### config.mk
export PLATFORM = sky130hd
export DESIGN_NAME = acd_clock_chain
export DESIGN_NICKNAME = d
export VERILOG_FILES = /design/src/verilog/acd_pkg.sv /design/src/verilog/acd_clock_chain.sv
export VERILOG_INCLUDE_DIRS = /design/src /design/src/verilog
export SDC_FILE = /design/constraint.sdc
export NUM_CORES = 1
export LEC_CHECK = 0
export BUFFER_PORTS_ARGS = -buffer_cell sky130_fd_sc_hd__buf_4
export CORE_MARGIN = 1
export CORE_UTILIZATION = 54
export DETAILED_ROUTE_END_ITERATION = 16
export GPL_ROUTABILITY_DRIVEN = 0
export HOLD_SLACK_MARGIN = 0.03
export PLACE_DENSITY_LB_ADDON = 0.25
export SYNTH_ARGS = -nofsm -noshare
export SYNTH_HDL_FRONTEND = slang
export SYNTH_SLANG_ARGS = --single-unit
### constraint.sdc
create_clock -name clk_i -period 4.4 [get_ports clk_i]
set_input_delay 0.22 -clock clk_i [delete_from_list [all_inputs] [get_ports clk_i]]
set_output_delay 0.22 -clock clk_i [all_outputs]
set_load 0.02 [all_outputs]
### src/verilog/acd_params.svh
// Register map, field positions and reset values of the clock divider chain
`ifndef ACD_PARAMS_SVH
`define ACD_PARAMS_SVH
// ==========================================================
// Register indices
`define ACD_IDX_SRC_DIV 4'hD
`define ACD_IDX_MOD_OSR 4'hE
`define ACD_IDX_STATUS 4'hF
// ==========================================================
// Field positions
`define ACD_SRC_SEL_BIT 7
`define ACD_IN_DIV_MSB 3
`define ACD_IN_DIV_LSB 1
`define ACD_MOD_DIV_MSB 7
`define ACD_MOD_DIV_LSB 5
`define ACD_OSR_MSB 3
`define ACD_OSR_LSB 0
`define ACD_SRC_DIV_MASK 8'h8E
`define ACD_MOD_OSR_MASK 8'hEF
// ==========================================================
// Reset values
`define ACD_SRC_DIV_RST 8'h08
`define ACD_MOD_OSR_RST 8'h86
`endif

### src/verilog/acd_pkg.sv
// Types shared by the clock divider chain
package acd_pkg;
   typedef logic [7:0] acd_reg_t;
   typedef logic [2:0] acd_div_code_t;
   typedef logic [3:0] acd_osr_code_t;
   typedef logic [11:0] acd_count_t;
endpackage : acd_pkg

### src/verilog/acd_clock_chain.sv
// Clock source select, divider chain and register slave of the converter
`timescale 1ns/1ps
`default_nettype none
`include "acd_params.svh"

module acd_clock_chain
(
   // System
   input wire logic clk_i,
   input wire logic rst_i,
   // Wishbone slave
   input wire logic wb_cyc_i,
   input wire logic wb_stb_i,
   input wire logic wb_we_i,
   input wire logic [5:0] wb_adr_i,
   input wire logic [3:0] wb_sel_i,
   input wire logic [31:0] wb_dat_i,
   output logic [31:0] wb_dat_o,
   output logic wb_ack_o,
   // Clock pins, sampled in clk_i domain
   input wire logic clock_input_pin_i,
   input wire logic serial_clock_pin_i,
   input wire logic sync_master_mode_i,
   // Divided clock outputs
   output logic serial_clock_o,
   output logic serial_clock_oe_o,
   output logic internal_divided_clock_o,
   output logic modulator_clock_o,
   output logic data_rate_strobe_o
);
   import acd_pkg::*;

   // ==========================================================
   // Helpers
   function automatic acd_count_t half_ratio(input acd_div_code_t code);
      // Even ratio 2*code; reserved code 000 treated as 001
      half_ratio = (code == 3'h0) ? 12'h001 : {9'h000, code};
   endfunction : half_ratio

   function automatic acd_count_t osr_ratio(input acd_osr_code_t code);
      unique case (code)
         4'h0: osr_ratio = 12'hFFF;
         4'h1: osr_ratio = 12'h7FF;
         4'h2: osr_ratio = 12'h3FF;
         4'h3: osr_ratio = 12'h31F;
         4'h4: osr_ratio = 12'h2FF;
         4'h5: osr_ratio = 12'h1FF;
         4'h6: osr_ratio = 12'h18F;
         4'h7: osr_ratio = 12'h17F;
         4'h8: osr_ratio = 12'h0FF;
         4'h9: osr_ratio = 12'h0C7;
         4'hA: osr_ratio = 12'h0BF;
         4'hB: osr_ratio = 12'h07F;
         4'hC: osr_ratio = 12'h05F;
         4'hD: osr_ratio = 12'h03F;
         4'hE: osr_ratio = 12'h02F;
         4'hF: osr_ratio = 12'h01F;
      endcase
   endfunction : osr_ratio

   // ==========================================================
   // Register slave
   acd_reg_t src_div_r;
   acd_reg_t mod_osr_r;
   logic wb_ack_r;
   logic [31:0] wb_dat_r;
   logic wb_hit;
   logic [3:0] wb_idx;

   assign wb_hit = wb_cyc_i && wb_stb_i && !wb_ack_r;
   assign wb_idx = wb_adr_i[5:2];

   always_ff @(posedge clk_i)
   begin
      if (rst_i)
      begin
         src_div_r <= `ACD_SRC_DIV_RST;
         mod_osr_r <= `ACD_MOD_OSR_RST;
      end
      else if (wb_cyc_i && wb_stb_i && wb_ack_r && wb_we_i && wb_sel_i[0])
      begin
         // Reserved bits held at zero so readback shows what is used
         if (wb_idx == `ACD_IDX_SRC_DIV)
            src_div_r <= wb_dat_i[7:0] & `ACD_SRC_DIV_MASK;
         if (wb_idx == `ACD_IDX_MOD_OSR)
            mod_osr_r <= wb_dat_i[7:0] & `ACD_MOD_OSR_MASK;
      end
   end

   always_ff @(posedge clk_i)
   begin
      if (rst_i)
      begin
         wb_ack_r <= 1'b0;
         wb_dat_r <= 32'h0000_0000;
      end
      else
      begin
         wb_ack_r <= wb_hit;
         wb_dat_r <= 32'h0000_0000;
         if (wb_hit && !wb_we_i)
         begin
            unique case (wb_idx)
               `ACD_IDX_SRC_DIV: wb_dat_r <= {24'h000000, src_div_r};
               `ACD_IDX_MOD_OSR: wb_dat_r <= {24'h000000, mod_osr_r};
               `ACD_IDX_STATUS:
                  wb_dat_r <= {29'h0, data_rate_strobe_o,
                               modulator_clock_o, internal_divided_clock_o};
               default: wb_dat_r <= 32'h0000_0000;
            endcase
         end
      end
   end

   assign wb_ack_o = wb_ack_r;
   assign wb_dat_o = wb_dat_r;

   // ==========================================================
   // Pin synchronisers
   logic [1:0] pin_sync_r;
   logic [1:0] sclk_sync_r;
   logic [1:0] master_sync_r;
   logic src_level_r;

   always_ff @(posedge clk_i)
   begin
      if (rst_i)
      begin
         pin_sync_r <= 2'b00;
         sclk_sync_r <= 2'b00;
         master_sync_r <= 2'b00;
      end
      else
      begin
         pin_sync_r <= {pin_sync_r[0], clock_input_pin_i};
         sclk_sync_r <= {sclk_sync_r[0], serial_clock_pin_i};
         master_sync_r <= {master_sync_r[0], sync_master_mode_i};
      end
   end

   // ==========================================================
   // Source select and rising-edge enable
   logic src_sel;
   logic src_now;
   logic src_tick;

   assign src_sel = src_div_r[`ACD_SRC_SEL_BIT];
   assign src_now = src_sel ? sclk_sync_r[1] : pin_sync_r[1];

   always_ff @(posedge clk_i)
   begin
      if (rst_i)
         src_level_r <= 1'b0;
      else
         src_level_r <= src_now;
   end

   assign src_tick = src_now && !src_level_r;

   // ==========================================================
   // Input divider to internal clock
   acd_count_t in_cnt_r;
   logic dclk_r;
   logic dclk_tick;
   acd_count_t in_half;

   assign in_half = half_ratio(src_div_r[`ACD_IN_DIV_MSB:`ACD_IN_DIV_LSB]);

   // Toggle every half ratio of source edges
   always_ff @(posedge clk_i)
   begin
      if (rst_i)
      begin
         in_cnt_r <= 12'h000;
         dclk_r <= 1'b0;
      end
      else if (src_tick)
      begin
         if (in_cnt_r + 12'h001 >= in_half)
         begin
            in_cnt_r <= 12'h000;
            dclk_r <= !dclk_r;
         end
         else
            in_cnt_r <= in_cnt_r + 12'h001;
      end
   end

   // One enable per internal clock period, on its rising toggle
   assign dclk_tick = src_tick && !dclk_r && (in_cnt_r + 12'h001 >= in_half);

   // ==========================================================
   // Modulator divider
   acd_count_t mod_cnt_r;
   logic mod_r;
   logic mod_tick;
   acd_count_t mod_half;

   assign mod_half = half_ratio(mod_osr_r[`ACD_MOD_DIV_MSB:`ACD_MOD_DIV_LSB]);

   always_ff @(posedge clk_i)
   begin
      if (rst_i)
      begin
         mod_cnt_r <= 12'h000;
         mod_r <= 1'b0;
      end
      else if (dclk_tick)
      begin
         if (mod_cnt_r + 12'h001 >= mod_half)
         begin
            mod_cnt_r <= 12'h000;
            mod_r <= !mod_r;
         end
         else
            mod_cnt_r <= mod_cnt_r + 12'h001;
      end
   end

   assign mod_tick = dclk_tick && !mod_r && (mod_cnt_r + 12'h001 >= mod_half);

   // ==========================================================
   // Oversampling counter, one strobe per output word
   acd_count_t osr_cnt_r;
   logic drdy_r;
   acd_count_t osr_last;

   assign osr_last = osr_ratio(mod_osr_r[`ACD_OSR_MSB:`ACD_OSR_LSB]);

   always_ff @(posedge clk_i)
   begin
      if (rst_i)
      begin
         osr_cnt_r <= 12'h000;
         drdy_r <= 1'b0;
      end
      else
      begin
         drdy_r <= 1'b0;
         if (mod_tick)
         begin
            // Ratio shrink below count wraps at once, not after 4096
            if (osr_cnt_r >= osr_last)
            begin
               osr_cnt_r <= 12'h000;
               drdy_r <= 1'b1;
            end
            else
               osr_cnt_r <= osr_cnt_r + 12'h001;
         end
      end
   end

   // ==========================================================
   // Outputs
   logic sclk_out_r;
   logic sclk_oe_r;

   // Serial clock driven only in master mode
   always_ff @(posedge clk_i)
   begin
      if (rst_i)
      begin
         sclk_out_r <= 1'b0;
         sclk_oe_r <= 1'b0;
      end
      else
      begin
         sclk_oe_r <= master_sync_r[1] && !src_sel;
         sclk_out_r <= master_sync_r[1] && !src_sel && dclk_r;
      end
   end

   assign serial_clock_o = sclk_out_r;
   assign serial_clock_oe_o = sclk_oe_r;
   assign internal_divided_clock_o = dclk_r;
   assign modulator_clock_o = mod_r;
   assign data_rate_strobe_o = drdy_r;

   // ==========================================================
   // Checks
   // Reset values, master-mode drive, strobe width and wrap
   chk_src_div_reset: assert property (@(posedge clk_i)
      $past(rst_i) |-> src_div_r == `ACD_SRC_DIV_RST)
      else $error("source divider register reset value wrong");

   chk_mod_osr_reset: assert property (@(posedge clk_i)
      $past(rst_i) |-> mod_osr_r == `ACD_MOD_OSR_RST)
      else $error("modulator register reset value wrong");

   chk_sclk_drive_mode: assert property (@(posedge clk_i)
      disable iff (rst_i) serial_clock_oe_o |-> $past(master_sync_r[1]))
      else $error("serial clock driven outside master mode");

   chk_drdy_single_pulse: assert property (@(posedge clk_i)
      disable iff (rst_i) data_rate_strobe_o |=> !data_rate_strobe_o)
      else $error("data strobe longer than one cycle");

   chk_osr_wrap_strobe: assert property (@(posedge clk_i)
      disable iff (rst_i) data_rate_strobe_o |-> osr_cnt_r == 12'h000)
      else $error("data strobe without counter wrap");

   // Modulator toggles only on internal enable
   chk_mod_on_int_clk: assert property (@(posedge clk_i)
      disable iff (rst_i) $changed(mod_r) |-> $past(dclk_tick))
      else $error("modulator clock moved without internal enable");

   // Internal clock toggles only on source edge
   chk_int_clk_on_src: assert property (@(posedge clk_i)
      disable iff (rst_i) $changed(dclk_r) |-> $past(src_tick))
      else $error("internal clock moved without source edge");

   // Only the selected pin can move the internal clock
   chk_src_select: assert property (@(posedge clk_i)
      disable iff (rst_i) $changed(dclk_r) |->
      $past(src_sel ? sclk_sync_r[1] : pin_sync_r[1]))
      else $error("source mux ignores select bit");
   // Bus ack is one cycle
   chk_ack_single: assert property (@(posedge clk_i)
      disable iff (rst_i) wb_ack_o |=> !wb_ack_o)
      else $error("bus ack held more than one cycle");
endmodule : acd_clock_chain
`default_nettype wire

## Yosys cells after proc, flatten, opt, wreduce, memory -nomap -nowiden

Memories as Yosys holds them, arrays and structs flattened. A register that Yosys moved wholly into a read port is not among the register bits.
Cells that the tools add are included.

- Memories kept: 1
- Flip-flop bits (word level): 92
- Output and inout port bits: 38
- ROM bits: 144
- Logic and storage cells: 65
- Bits of input ports: 50

- $add $sub $neg: 3
- Order comparisons: 3
- Bitwise logic cells: 2
- Multiplexer cells: 10
- Reductions and logical operators: 27
- Eq/ne operators: 3

Memory list:

| memory | words | width | rd ports | clocked after Yosys merged registers in | wr ports | RTL line | source |
|---|---|---|---|---|---|---|---|
| (no name shown) | 16 | 9 | 1 | 1 | 0 | acd_clock_chain.sv:41 | `unique case (code)` |

Operators by type and width:

| kind | number |
|---|---|
| $add A12 B1 Y12 const B | 3 |
| $mux W12 | 3 |
| $ge A12 B3 Y1 | 2 |
| $pmux W8 S3 | 1 |
| $logic_and A1 B1 Y1 | 13 |
| $eq A4 B4 Y1 const B | 3 |
| $ge A12 B12 Y1 | 1 |
| $mux W4 | 2 |
| $reduce_and A2 Y1 | 4 |
| $logic_not A1 Y1 | 6 |
| $logic_not A3 Y1 | 2 |
| $mux W3 | 2 |
| $reduce_or A2 Y1 | 2 |
| $mux W1 | 2 |
| $not A1 Y1 | 2 |

## Depth between registers and ports, before layout

Gate-level depths: netlist of the first run.

- Word-level depth: 8
- Mapped depth: 13

## Worst setup path before layout of the first run

Ideal clock, no wire load.

- Kind: register to register
- Start point: register mod_cnt_r[0]
- End point: register osr_cnt_r[10]
- Setup slack: 1.383 ns
- Clock period less this slack: 3.017 ns
- Setup time: 0.074 ns
- Required time: 4.326 ns
- Arrival: 2.943 ns
- Path buffers: 2
- Cell stages (with the launch flop): 13
- Cell sequence: dfxtp_1 -> ha_1 -> clkbuf_1 -> xor2_1 -> ha_1 -> and3_1 -> a211oi_1 -> nor4_1 -> nor4_1 -> or4_1 -> buf_2 -> or4b_1 -> a31oi_1

- Cells in the longest elaborated chain, start to end: 3

Ends and longest elaborated chain:

| what | RTL line | source |
|---|---|---|
| start, declared | acd_clock_chain.sv:194 | `acd_count_t mod_cnt_r;` |
| start signal, assigned | acd_clock_chain.sv:216 | `mod_cnt_r <= mod_cnt_r + 12'h001;` |
| $add A12 B1 Y12 | acd_clock_chain.sv:220 | `assign mod_tick = dclk_tick && !mod_r && (mod_cnt_r + 12'h001 >= mod_half);` |
| $ge A12 B3 Y1 | acd_clock_chain.sv:220 |  |
| $logic_and A1 B1 Y1 | acd_clock_chain.sv:220 |  |
| end signal, assigned | acd_clock_chain.sv:249 | `osr_cnt_r <= osr_cnt_r + 12'h001;` |
| end, declared | acd_clock_chain.sv:224 | `acd_count_t osr_cnt_r;` |

No other way between the ends.
A chain may end at the register's enable or synchronous reset.

## Worst setup path in the final report of the first run

- Start point: register mod_cnt_r[0]
- End point: register osr_cnt_r[0]

The elaborated chain is that of the path after synthesis.

==> results of run 1 <==
==> through the flow <==
step	hold slack (ns)	util	std cells	setup WS, ns
finish	0.0802	0.626	568	0.845
CTS	0.0679	0.626	568	0.831
floorplan	0.348	-	467	1.38
global placement	0.424	0.591	552	1.01
global route	0.0624	0.626	568	0.620
detailed placement	0.425	0.591	552	0.861
==> worst max-delay path by stage <==
stage          cells after the start         start       endpoint  slack, ns
2_1_floorplan                     12  mod_cnt_r[0]  osr_cnt_r[10]       1.38
3_3_place_gp                      11  mod_cnt_r[0]  osr_cnt_r[10]       1.01
3_5_place_dp                      11  mod_cnt_r[0]   osr_cnt_r[9]       0.86
4_1_cts                           11  mod_cnt_r[0]   osr_cnt_r[0]       0.83
5_1_grt                           11  mod_cnt_r[0]   osr_cnt_r[0]       0.62
6_report                          11  mod_cnt_r[0]   osr_cnt_r[0]       0.85
==> area by class of cell <==
class                           instances  area [um^2]
Inverter                               31          116
Sequential cell                        76         1520
Clock buffer                            9          124
Multi-Input combinational cell        315         2050
Tap cell                               96          120
Fill cell                             621         2570
Timing Repair Buffer                   34          255
Clock inverter                          7          115
==> metal layers <==
metal	track usage	vias up	wire, um
li1	-	1545	-
met1	0.226	1420	3120
met2	0.365	58	3720
met3	0.0695	7	305
met4	0.0500	0	69
met5	0	-	0
==> worst max-delay path: cells and delay by family (launching register included) <==
family,cells,cell delay [ns]
AND/OR/NAND/NOR,5,1.72
AO/OA/AOI/OAI,2,0.39
flip-flops,1,0.45
XOR/XNOR,1,0.11
adder cells (fa/ha/maj),2,0.64
buffers and inverters,1,0.17
==> report_power, final <==
part | leakage [nW] | total, mW | internal (mW) | switching (mW)
clock | 0.115 | 0.623 | 0.374 | 0.249
combinational | 1.05 | 0.0747 | 0.0245 | 0.0502
sequential | 0.614 | 0.698 | 0.693 | 0.00469
==> kinds of logic (layout without fill, tap and decap cells) <==
family	count (synthesis)	after routing	synth area share
muxes	13	13	0.0372
other	1	25	0.000970
xor gates and xnor gates	16	16	0.0362
and+or+nand+nor	164	164	0.228
buffers and inverters	76	81	0.101
AOI/OAI and AO/OA	74	74	0.129
DFF	76	76	0.393
adders and majority gates	23	23	0.0744
==> registers in the layout, indices dropped and copies added, names as in the netlist <==
register and flops:
osr_cnt_r 12, sclk_sync_r 2, wb_dat_o 7, mod_cnt_r 12, modulator_clock_o 1, internal_divided_clock_o 1
src_div_r 4, serial_clock_oe_o 1, osr_last 9, pin_sync_r 2, wb_ack_o 1, master_sync_r 2
data_rate_strobe_o 1, in_cnt_r 12, mod_osr_r 7, src_level_r 1, serial_clock_o 1
==> placed cells by master (no fill, tap or decap), drive strengths merged, types with 3 or more instances in the layout <==
master	count
and3	6
and2	14
a311oi	5
nand3	22
a21oi	27
o21ai	7
xnor2	6
nor2	34
o32ai	8
or3	14
nor4	5
or2	4
inv	31
dfxtp	76
nor3	7
xor2	10
nor3b	3
bufinv	3
nand2b	4
buf	34
mux2i	11
nor2b	8
nand4	5
nand3b	5
ha	23
a21o	3
clkbuf	9
conb	25
a31oi	5
nand2	26
==> results.cfg, run 1 <==
[placed_design]
portBuffers = 32
dpl_cell_area_um2 = 4060
dp_hpwl_mm = 5.30

[logic_synthesis]
synth_area_leaders = dfxtp_1 (39%), ha_1 (7.4%), buf_4 (5.0%)
avgSynthCellArea_um2 = 8.73
yosysTopAreaCell = dfxtp_1
syn-cell-area_um2 = 3870
synth_edf_count = 0
seq_area_frac_synth = 0.393
synthCells = 443
ys_types = 55
synthArstFlopShare = 0
ys_warn_count = 0
synthTopCellsByCount = dfxtp_1 (76), nor2_1 (33), inv_1 (31)
yosys.area.top_type_share = 0.393
ys_ff_latch = 76
synthFlopType = dfxtp_1
synth.most_common_cell = dfxtp_1

[global_routing]
antenna_found_initial = 0
overflow = 0
grt_max_degree = 56
grt_pass1_vias = 2649
grt.total_usage = 0.202
grt_pass1_wl_mm = 11.7

[setup_path]
cp-start-kind = register
arrival_ns = 3.81
end_kind = register
cp_slowest_cell = or4_1
critPathRequiredTime_ns = 4.66
ff2ff_path_depth = 11
r2r_end = osr_cnt_r[0]
crit_path_cell_trace = ha_1, xor2_1, ha_1, and3_1, a211oi_1, nor4_1, nor4_1, buf_4, or4_1, nand2b_1, o31ai_1
cp_max_fo = 11
r2r_setup_slack_ns = 0.85
reg2reg_from = mod_cnt_r[0]
critPathKind = register to register
crit_path_max_incr_delay_ns = 0.60

[floorplanning]
die_w_um = 86.6
core-area_um2 = 6870
initial_utilization = 0.563
dieArea_um2 = 7500
rows = 30
die_h_um = 86.6
num_io_pins = 88

[clock_network]
clockBufferDepth = 2
clk_latency_ns = 0.35
hold_buffers = 0
cts-resized-gates = 0
clk_pin_slew_ns = 0.08
numCtsBuffers = 9
cts.sinks = 76
root_buffer = clkbuf_8
cts_max_level = 3
cts_setup_buffers = 0
cts_tree = done

[sta]
max_clock_freq_ghz = 0.281
rsz0062_at_grt = no
tightestPinTransition_ns = 1.10
setup_viol = 0
final.period_utilization = 0.808
skew_ns = 0.0101
relSlewSlack = 0.264
final_max_slew_viol_count = 0
fin_tns_setup_ns = 0
hold_viol = 0
post-route-min-period_ns = 3.55

[hold_path]
holdPathEnd = master_sync_r[0]
hp-start = sync_master_mode_i
hp-class = primary input to register
hold_path_depth = 2

[route]
drt-initial-drc-count = 185
vias = 3030
wl_mm = 7.21
drtPass1Iterations = 4
viasPerCell = 5.33
drt-wirelength-per-cell_um = 12.7
drtAntennaViolNets = 0
drc = 0

[power]
vdd_ir_drop_max_v = 0.000222
cellLeakagePower_nw = 1.78
power_density_nw_per_um2 = 325
total_power_mw = 1.40

[final_layout]
syn_to_final_growth_pct = 11.1
nNetsFinal = 540
drive_gt1_frac = 0.129
finish.instance_area_um2 = 4300
diodes = 0

[run_status]
outcome = finished, final reports clean

[job]
cap_violations = 0
Power figures use the tool's default switching activity.
==> inputs of run 2 (changes only) <==
Settings changed: CORE_UTILIZATION 54 to 49.
Clock period 4.4 ns to 3.05 ns, I/O delays scaled along.
==> run 2 against run 1 <==
Compared with the run above:
- via count about the same
- combinational power rose by 54%
- total power rose by 40%
- sequential power up 45%
- non-clock buffer count up 10
- sequential share of layout area decreased by 0.62 points
- clock power increased by 34%
- critical endpoint is now osr_cnt_r[10]
- largest cell class unchanged
- highest routed layer unchanged
==> results.cfg, run 2 (same netlist as run 1, synthesis figures left out) <==
[route]
drtPass1Iterations = 5
drt-wirelength-per-cell_um = 12.9
drtAntennaViolNets = 0
wl_mm = 7.51
viasPerCell = 5.19
drc = 0
drt-initial-drc-count = 126
vias = 3028

[setup_path]
end_kind = register
startpoint = mod_cnt_r[1]
timing.critical_path.mode_cell = ha_1
path_buf_inv = 0
cp-start-kind = register
critPathRequiredTime_ns = 3.33
reg2reg_from = mod_cnt_r[1]
crit_path_max_incr_delay_ns = 0.51
arrival_ns = 3.19
cp_slowest_cell = or4b_1
cp_top_family = simple AND/OR/NAND/NOR gates
critPathKind = register to register
cp_max_fo = 5
crit_path_cell_trace = ha_1, xor2_1, ha_1, and3_4, a311oi_1, nor4_1, nor4_2, or4_4, or4b_1, a31oi_1

[sta]
final_max_slew_viol_count = 0
final.period_utilization = 0.956
setup_viol = 0
post-route-min-period_ns = 2.92
relSlewSlack = 0.580
max_clock_freq_ghz = 0.343
fin_tns_setup_ns = 0
skew_ns = 0.0109
rsz0062_at_grt = no
tightestPinTransition_ns = 0.630
hold_viol = 0

[power]
power.internal_mw = 1.52
power_frac_clock = 0.427
p_sw_mw = 0.440
swShare = 0.224
cellLeakagePower_nw = 1.83
vdd_ir_drop_max_v = 0.000355
p_seq_frac = 0.514
power_density_nw_per_um2 = 447
p_comb_frac = 0.059
total_power_mw = 1.96

[final_layout]
nNetsFinal = 550
layout_commonest_cell = dfxtp_1
drive_gt1_frac = 0.148
mostFrequentLayoutCells = dfxtp_1 (75), buf_4 (42), nor2_1 (33)
syn_to_final_growth_pct = 13.2
diodes = 0
top_regs = in_cnt_r x12, mod_cnt_r x12, osr_cnt_r x12

[clock_network]
clk_pin_slew_ns = 0.08
cts_tree = done
cts.sinks = 76
cts_setup_buffers = 0
root_buffer = clkbuf_8
clk_latency_ns = 0.35
cts_max_level = 3
clockBufferDepth = 2
numCtsBuffers = 9

[floorplanning]
num_io_pins = 88
dieArea_um2 = 8250
core-area_um2 = 7690
die_h_um = 90.8
die_w_um = 90.8
rows = 32
initial_utilization = 0.503

[global_routing]
grt.total_usage = 0.193
antenna_found_initial = 0
overflow = 0
grt_max_degree = 56
grt_pass1_vias = 2892
grt_pass1_wl_mm = 12.9

[run_status]
outcome = finished, final reports clean

[placed_design]
portBuffers = 32
dp_hpwl_mm = 5.32

[hold_path]
hp-start = clock_input_pin_i
hp-class = primary input to register

[job]
cap_violations = 0
## run 2: worst paths after layout
| kind | end | slack (ns) | cells past startpoint |
|---|---|---|---|
| max | osr_cnt_r[10] | 0.13 | 10 |
| min reg2reg | sclk_sync_r[1] | 0.43 | 1 |
| min | pin_sync_r[0] | 0.04 | 2 |
| max reg2reg | osr_cnt_r[10] | 0.13 | 10 |
## run 2: area by class of cell
type,count,area [um^2]
timing repair buffer,44,335
multi-input combinational,315,2060
clock inverter,4,73.8
sequential,76,1520
clock buffer,11,141
tap,102,128
inverter,31,116
fill,714,3310
## run 2: power groups by stage
stage	clock, mW	sequential (mW)	combinational [mW]
after detailed placement	0	1.03	0.112
after CTS	0.856	1.01	0.115
after global placement	0	1.03	0.110
after floorplan	0	1.03	0.101
after global routing	0.894	1.01	0.127
final	0.837	1.01	0.115
## run 2: worst reg2reg max path, stage by stage, from the launching register on
cell and delay, ns:
dfxtp_2 0.35, ha_1 0.21, xor2_1 0.15, ha_1 0.30
and3_4 0.19, a311oi_1 0.05, nor4_1 0.36, nor4_2 0.10
or4_4 0.47, or4b_1 0.51, a31oi_1 0.16
## run 2: stage by stage
stage | cells | util | hold WS (ns) | area (um^2) | setup WS, ns
after detailed placement | 566 | 0.537 | 0.373 | 4130 | 0.0119
after floorplan | 467 | - | 0.281 | 3960 | 0.0328
after global placement | 566 | 0.537 | 0.370 | 4130 | 0.0943
after global routing | 583 | 0.569 | 0.0371 | 4380 | 0.0116
final | 583 | 0.569 | 0.0365 | 4380 | 0.133
after CTS | 583 | 0.568 | 0.0365 | 4370 | 0.0358
## run 2: repair_timing
item / CTS / global route
hold endpoints to repair: 2 / 0
pin swaps: 0 / 3
endpoints found under the setup margin: 1 / 14
resized for setup: 1 / 3
hold buffers: 2 / 0
## run 2: routing by layer
layer	vias up	GRT usage	wire, um
li1	1562	-	-
met1	1409	0.235	3310
met2	47	0.326	3810
met3	10	0.0455	291
met4	0	0.0767	105
met5	-	0	0
==> inputs of run 3 (changes only) <==
Settings changed: PLACE_DENSITY set to 0.76, PLACE_DENSITY_LB_ADDON 0.25 to not set.
==> run 3 against run 2 <==
Compared with the run above:
- final area up 1.7%
- worst hold slack better by 0.022 ns
- maximum frequency down 0.56%
- first-iteration DRC count grew 8.7%
- largest power group unchanged
- clock-buffer cell count is the same
- via count rose by 3.2%
- combinational power about the same
- total power up 0.88%
- setup slack lost 0.016 ns
- non-clock buffer count rose by 4
- clock skew rose by 0.0022 ns
==> results.cfg, run 3 (same netlist as run 1, synthesis figures left out) <==
[hold_path]
hp-class = primary input to register

[final_layout]
post-route-util = 0.579
layout_commonest_cell = dfxtp_1
drive_gt1_frac = 0.160
top_regs = in_cnt_r x12, mod_cnt_r x12, osr_cnt_r x12
diodes = 0
mostFrequentLayoutCells = dfxtp_1 (75), buf_4 (44), nor2_1 (33)
stdcell_count = 588
syn_to_final_growth_pct = 15.1
nNetsFinal = 554

[clock_network]
clockBufferDepth = 2
cts_tree = done
cts.sinks = 76
clk_pin_slew_ns = 0.08
root_buffer = clkbuf_8
cts_max_level = 3
clk_latency_ns = 0.35
numCtsBuffers = 9

[sta]
rsz0062_at_grt = no
holdWs_ns = 0.0587
max_clock_freq_ghz = 0.341
post-route-min-period_ns = 2.93
tightestPinTransition_ns = 0.721
relSlewSlack = 0.519
skew_ns = 0.0132
hold_viol = 0
final_max_slew_viol_count = 0
final.period_utilization = 0.962
setup_viol = 0

[floorplanning]
core-area_um2 = 7690
initial_utilization = 0.503
die_h_um = 90.8
rows = 32
die_w_um = 90.8
num_io_pins = 88
dieArea_um2 = 8250

[power]
total_power_mw = 1.98
vdd_ir_drop_max_v = 0.000266
cellLeakagePower_nw = 1.84
power_density_nw_per_um2 = 444

[setup_path]
critPathRequiredTime_ns = 3.32
cp-start-kind = register
cp_max_fo = 6
arrival_ns = 3.20
critPathKind = register to register
end_kind = register

[global_routing]
grt.total_usage = 0.192
antenna_found_initial = 0
grt_pass1_wl_mm = 12.8
overflow = 0
grt_pass1_vias = 3033
grt_max_degree = 56

[route]
drt-wirelength-per-cell_um = 13.0
drtAntennaViolNets = 0
drtPass1Iterations = 4
drc = 0
drt-initial-drc-count = 137
viasPerCell = 5.31
wl_mm = 7.63
vias = 3124

[job]
cap_violations = 0

[placed_design]
placed_cells = 568
dp_hpwl_mm = 5.33
portBuffers = 32

[run_status]
outcome = finished, final reports clean
==> run 3: final timing paths <==
kind	slack (ns)	startpoint	endpoint	cells after the start
setup reg to reg	0.12	mod_cnt_r[1]	osr_cnt_r[9]	10
hold / removal	0.06	wb_dat_i[6]	mod_osr_r[6]	3
setup / recovery	0.12	mod_cnt_r[1]	osr_cnt_r[9]	10
hold reg to reg	0.43	pin_sync_r[0]	pin_sync_r[1]	1
==> run 3: worst max-delay path: stages (launching register included) <==
cell      delay [ns]
dfxtp_4         0.37
ha_4            0.16
xor2_1          0.14
ha_1            0.31
and3_4          0.20
a211oi_2        0.06
nor4_2          0.31
nor4_2          0.09
or4_4           0.59
or4b_1          0.48
a31oi_1         0.13
==> run 3: cell type report <==
class                           instances  area (um^2)
Clock inverter                          5         83.8
Timing Repair Buffer                   48          372
Fill cell                             675         3240
Multi-Input combinational cell        315         2080
Tap cell                              102          128
Inverter                               31          116
Clock buffer                           11          141
Sequential cell                        76         1530
==> run 3: routing by layer <==
layer  GRT usage  share of wire  vias to the layer above
li1            -              -                     1574
met1       0.215           0.43                     1473
met2       0.351           0.52                       65
met3      0.0513          0.038                       12
met4      0.0608          0.013                        0
met5           0              0                        -
==> run 3: power breakdown <==
part           switching [mW]  internal, mW  total (mW)
Clock                   0.368         0.486       0.854
Combinational          0.0751        0.0414       0.116
Sequential            0.00688         0.999        1.01
Total                   0.450          1.53        1.98
==> run 3: per-stage QoR <==
step           TNS [ns]  setup WS, ns  instance area (um^2)
2_1_floorplan         0        0.0328                  3960
3_5_place_dp    -0.0683       -0.0348                  4140
6_report              0         0.117                  4450
5_1_grt               0        0.0103                  4450
3_3_place_gp          0        0.0699                  4140
4_1_cts               0        0.0208                  4400
==> run 3: timing repair <==
item / 4_1_cts / 5_1_grt
gates resized for setup: 1 / 9
pin swaps: 0 / 9
setup endpoints to repair: 3 / 13
hold buffers: 3 / 0
buffers inserted: 0 / 1
hold endpoints to repair: 3 / 0
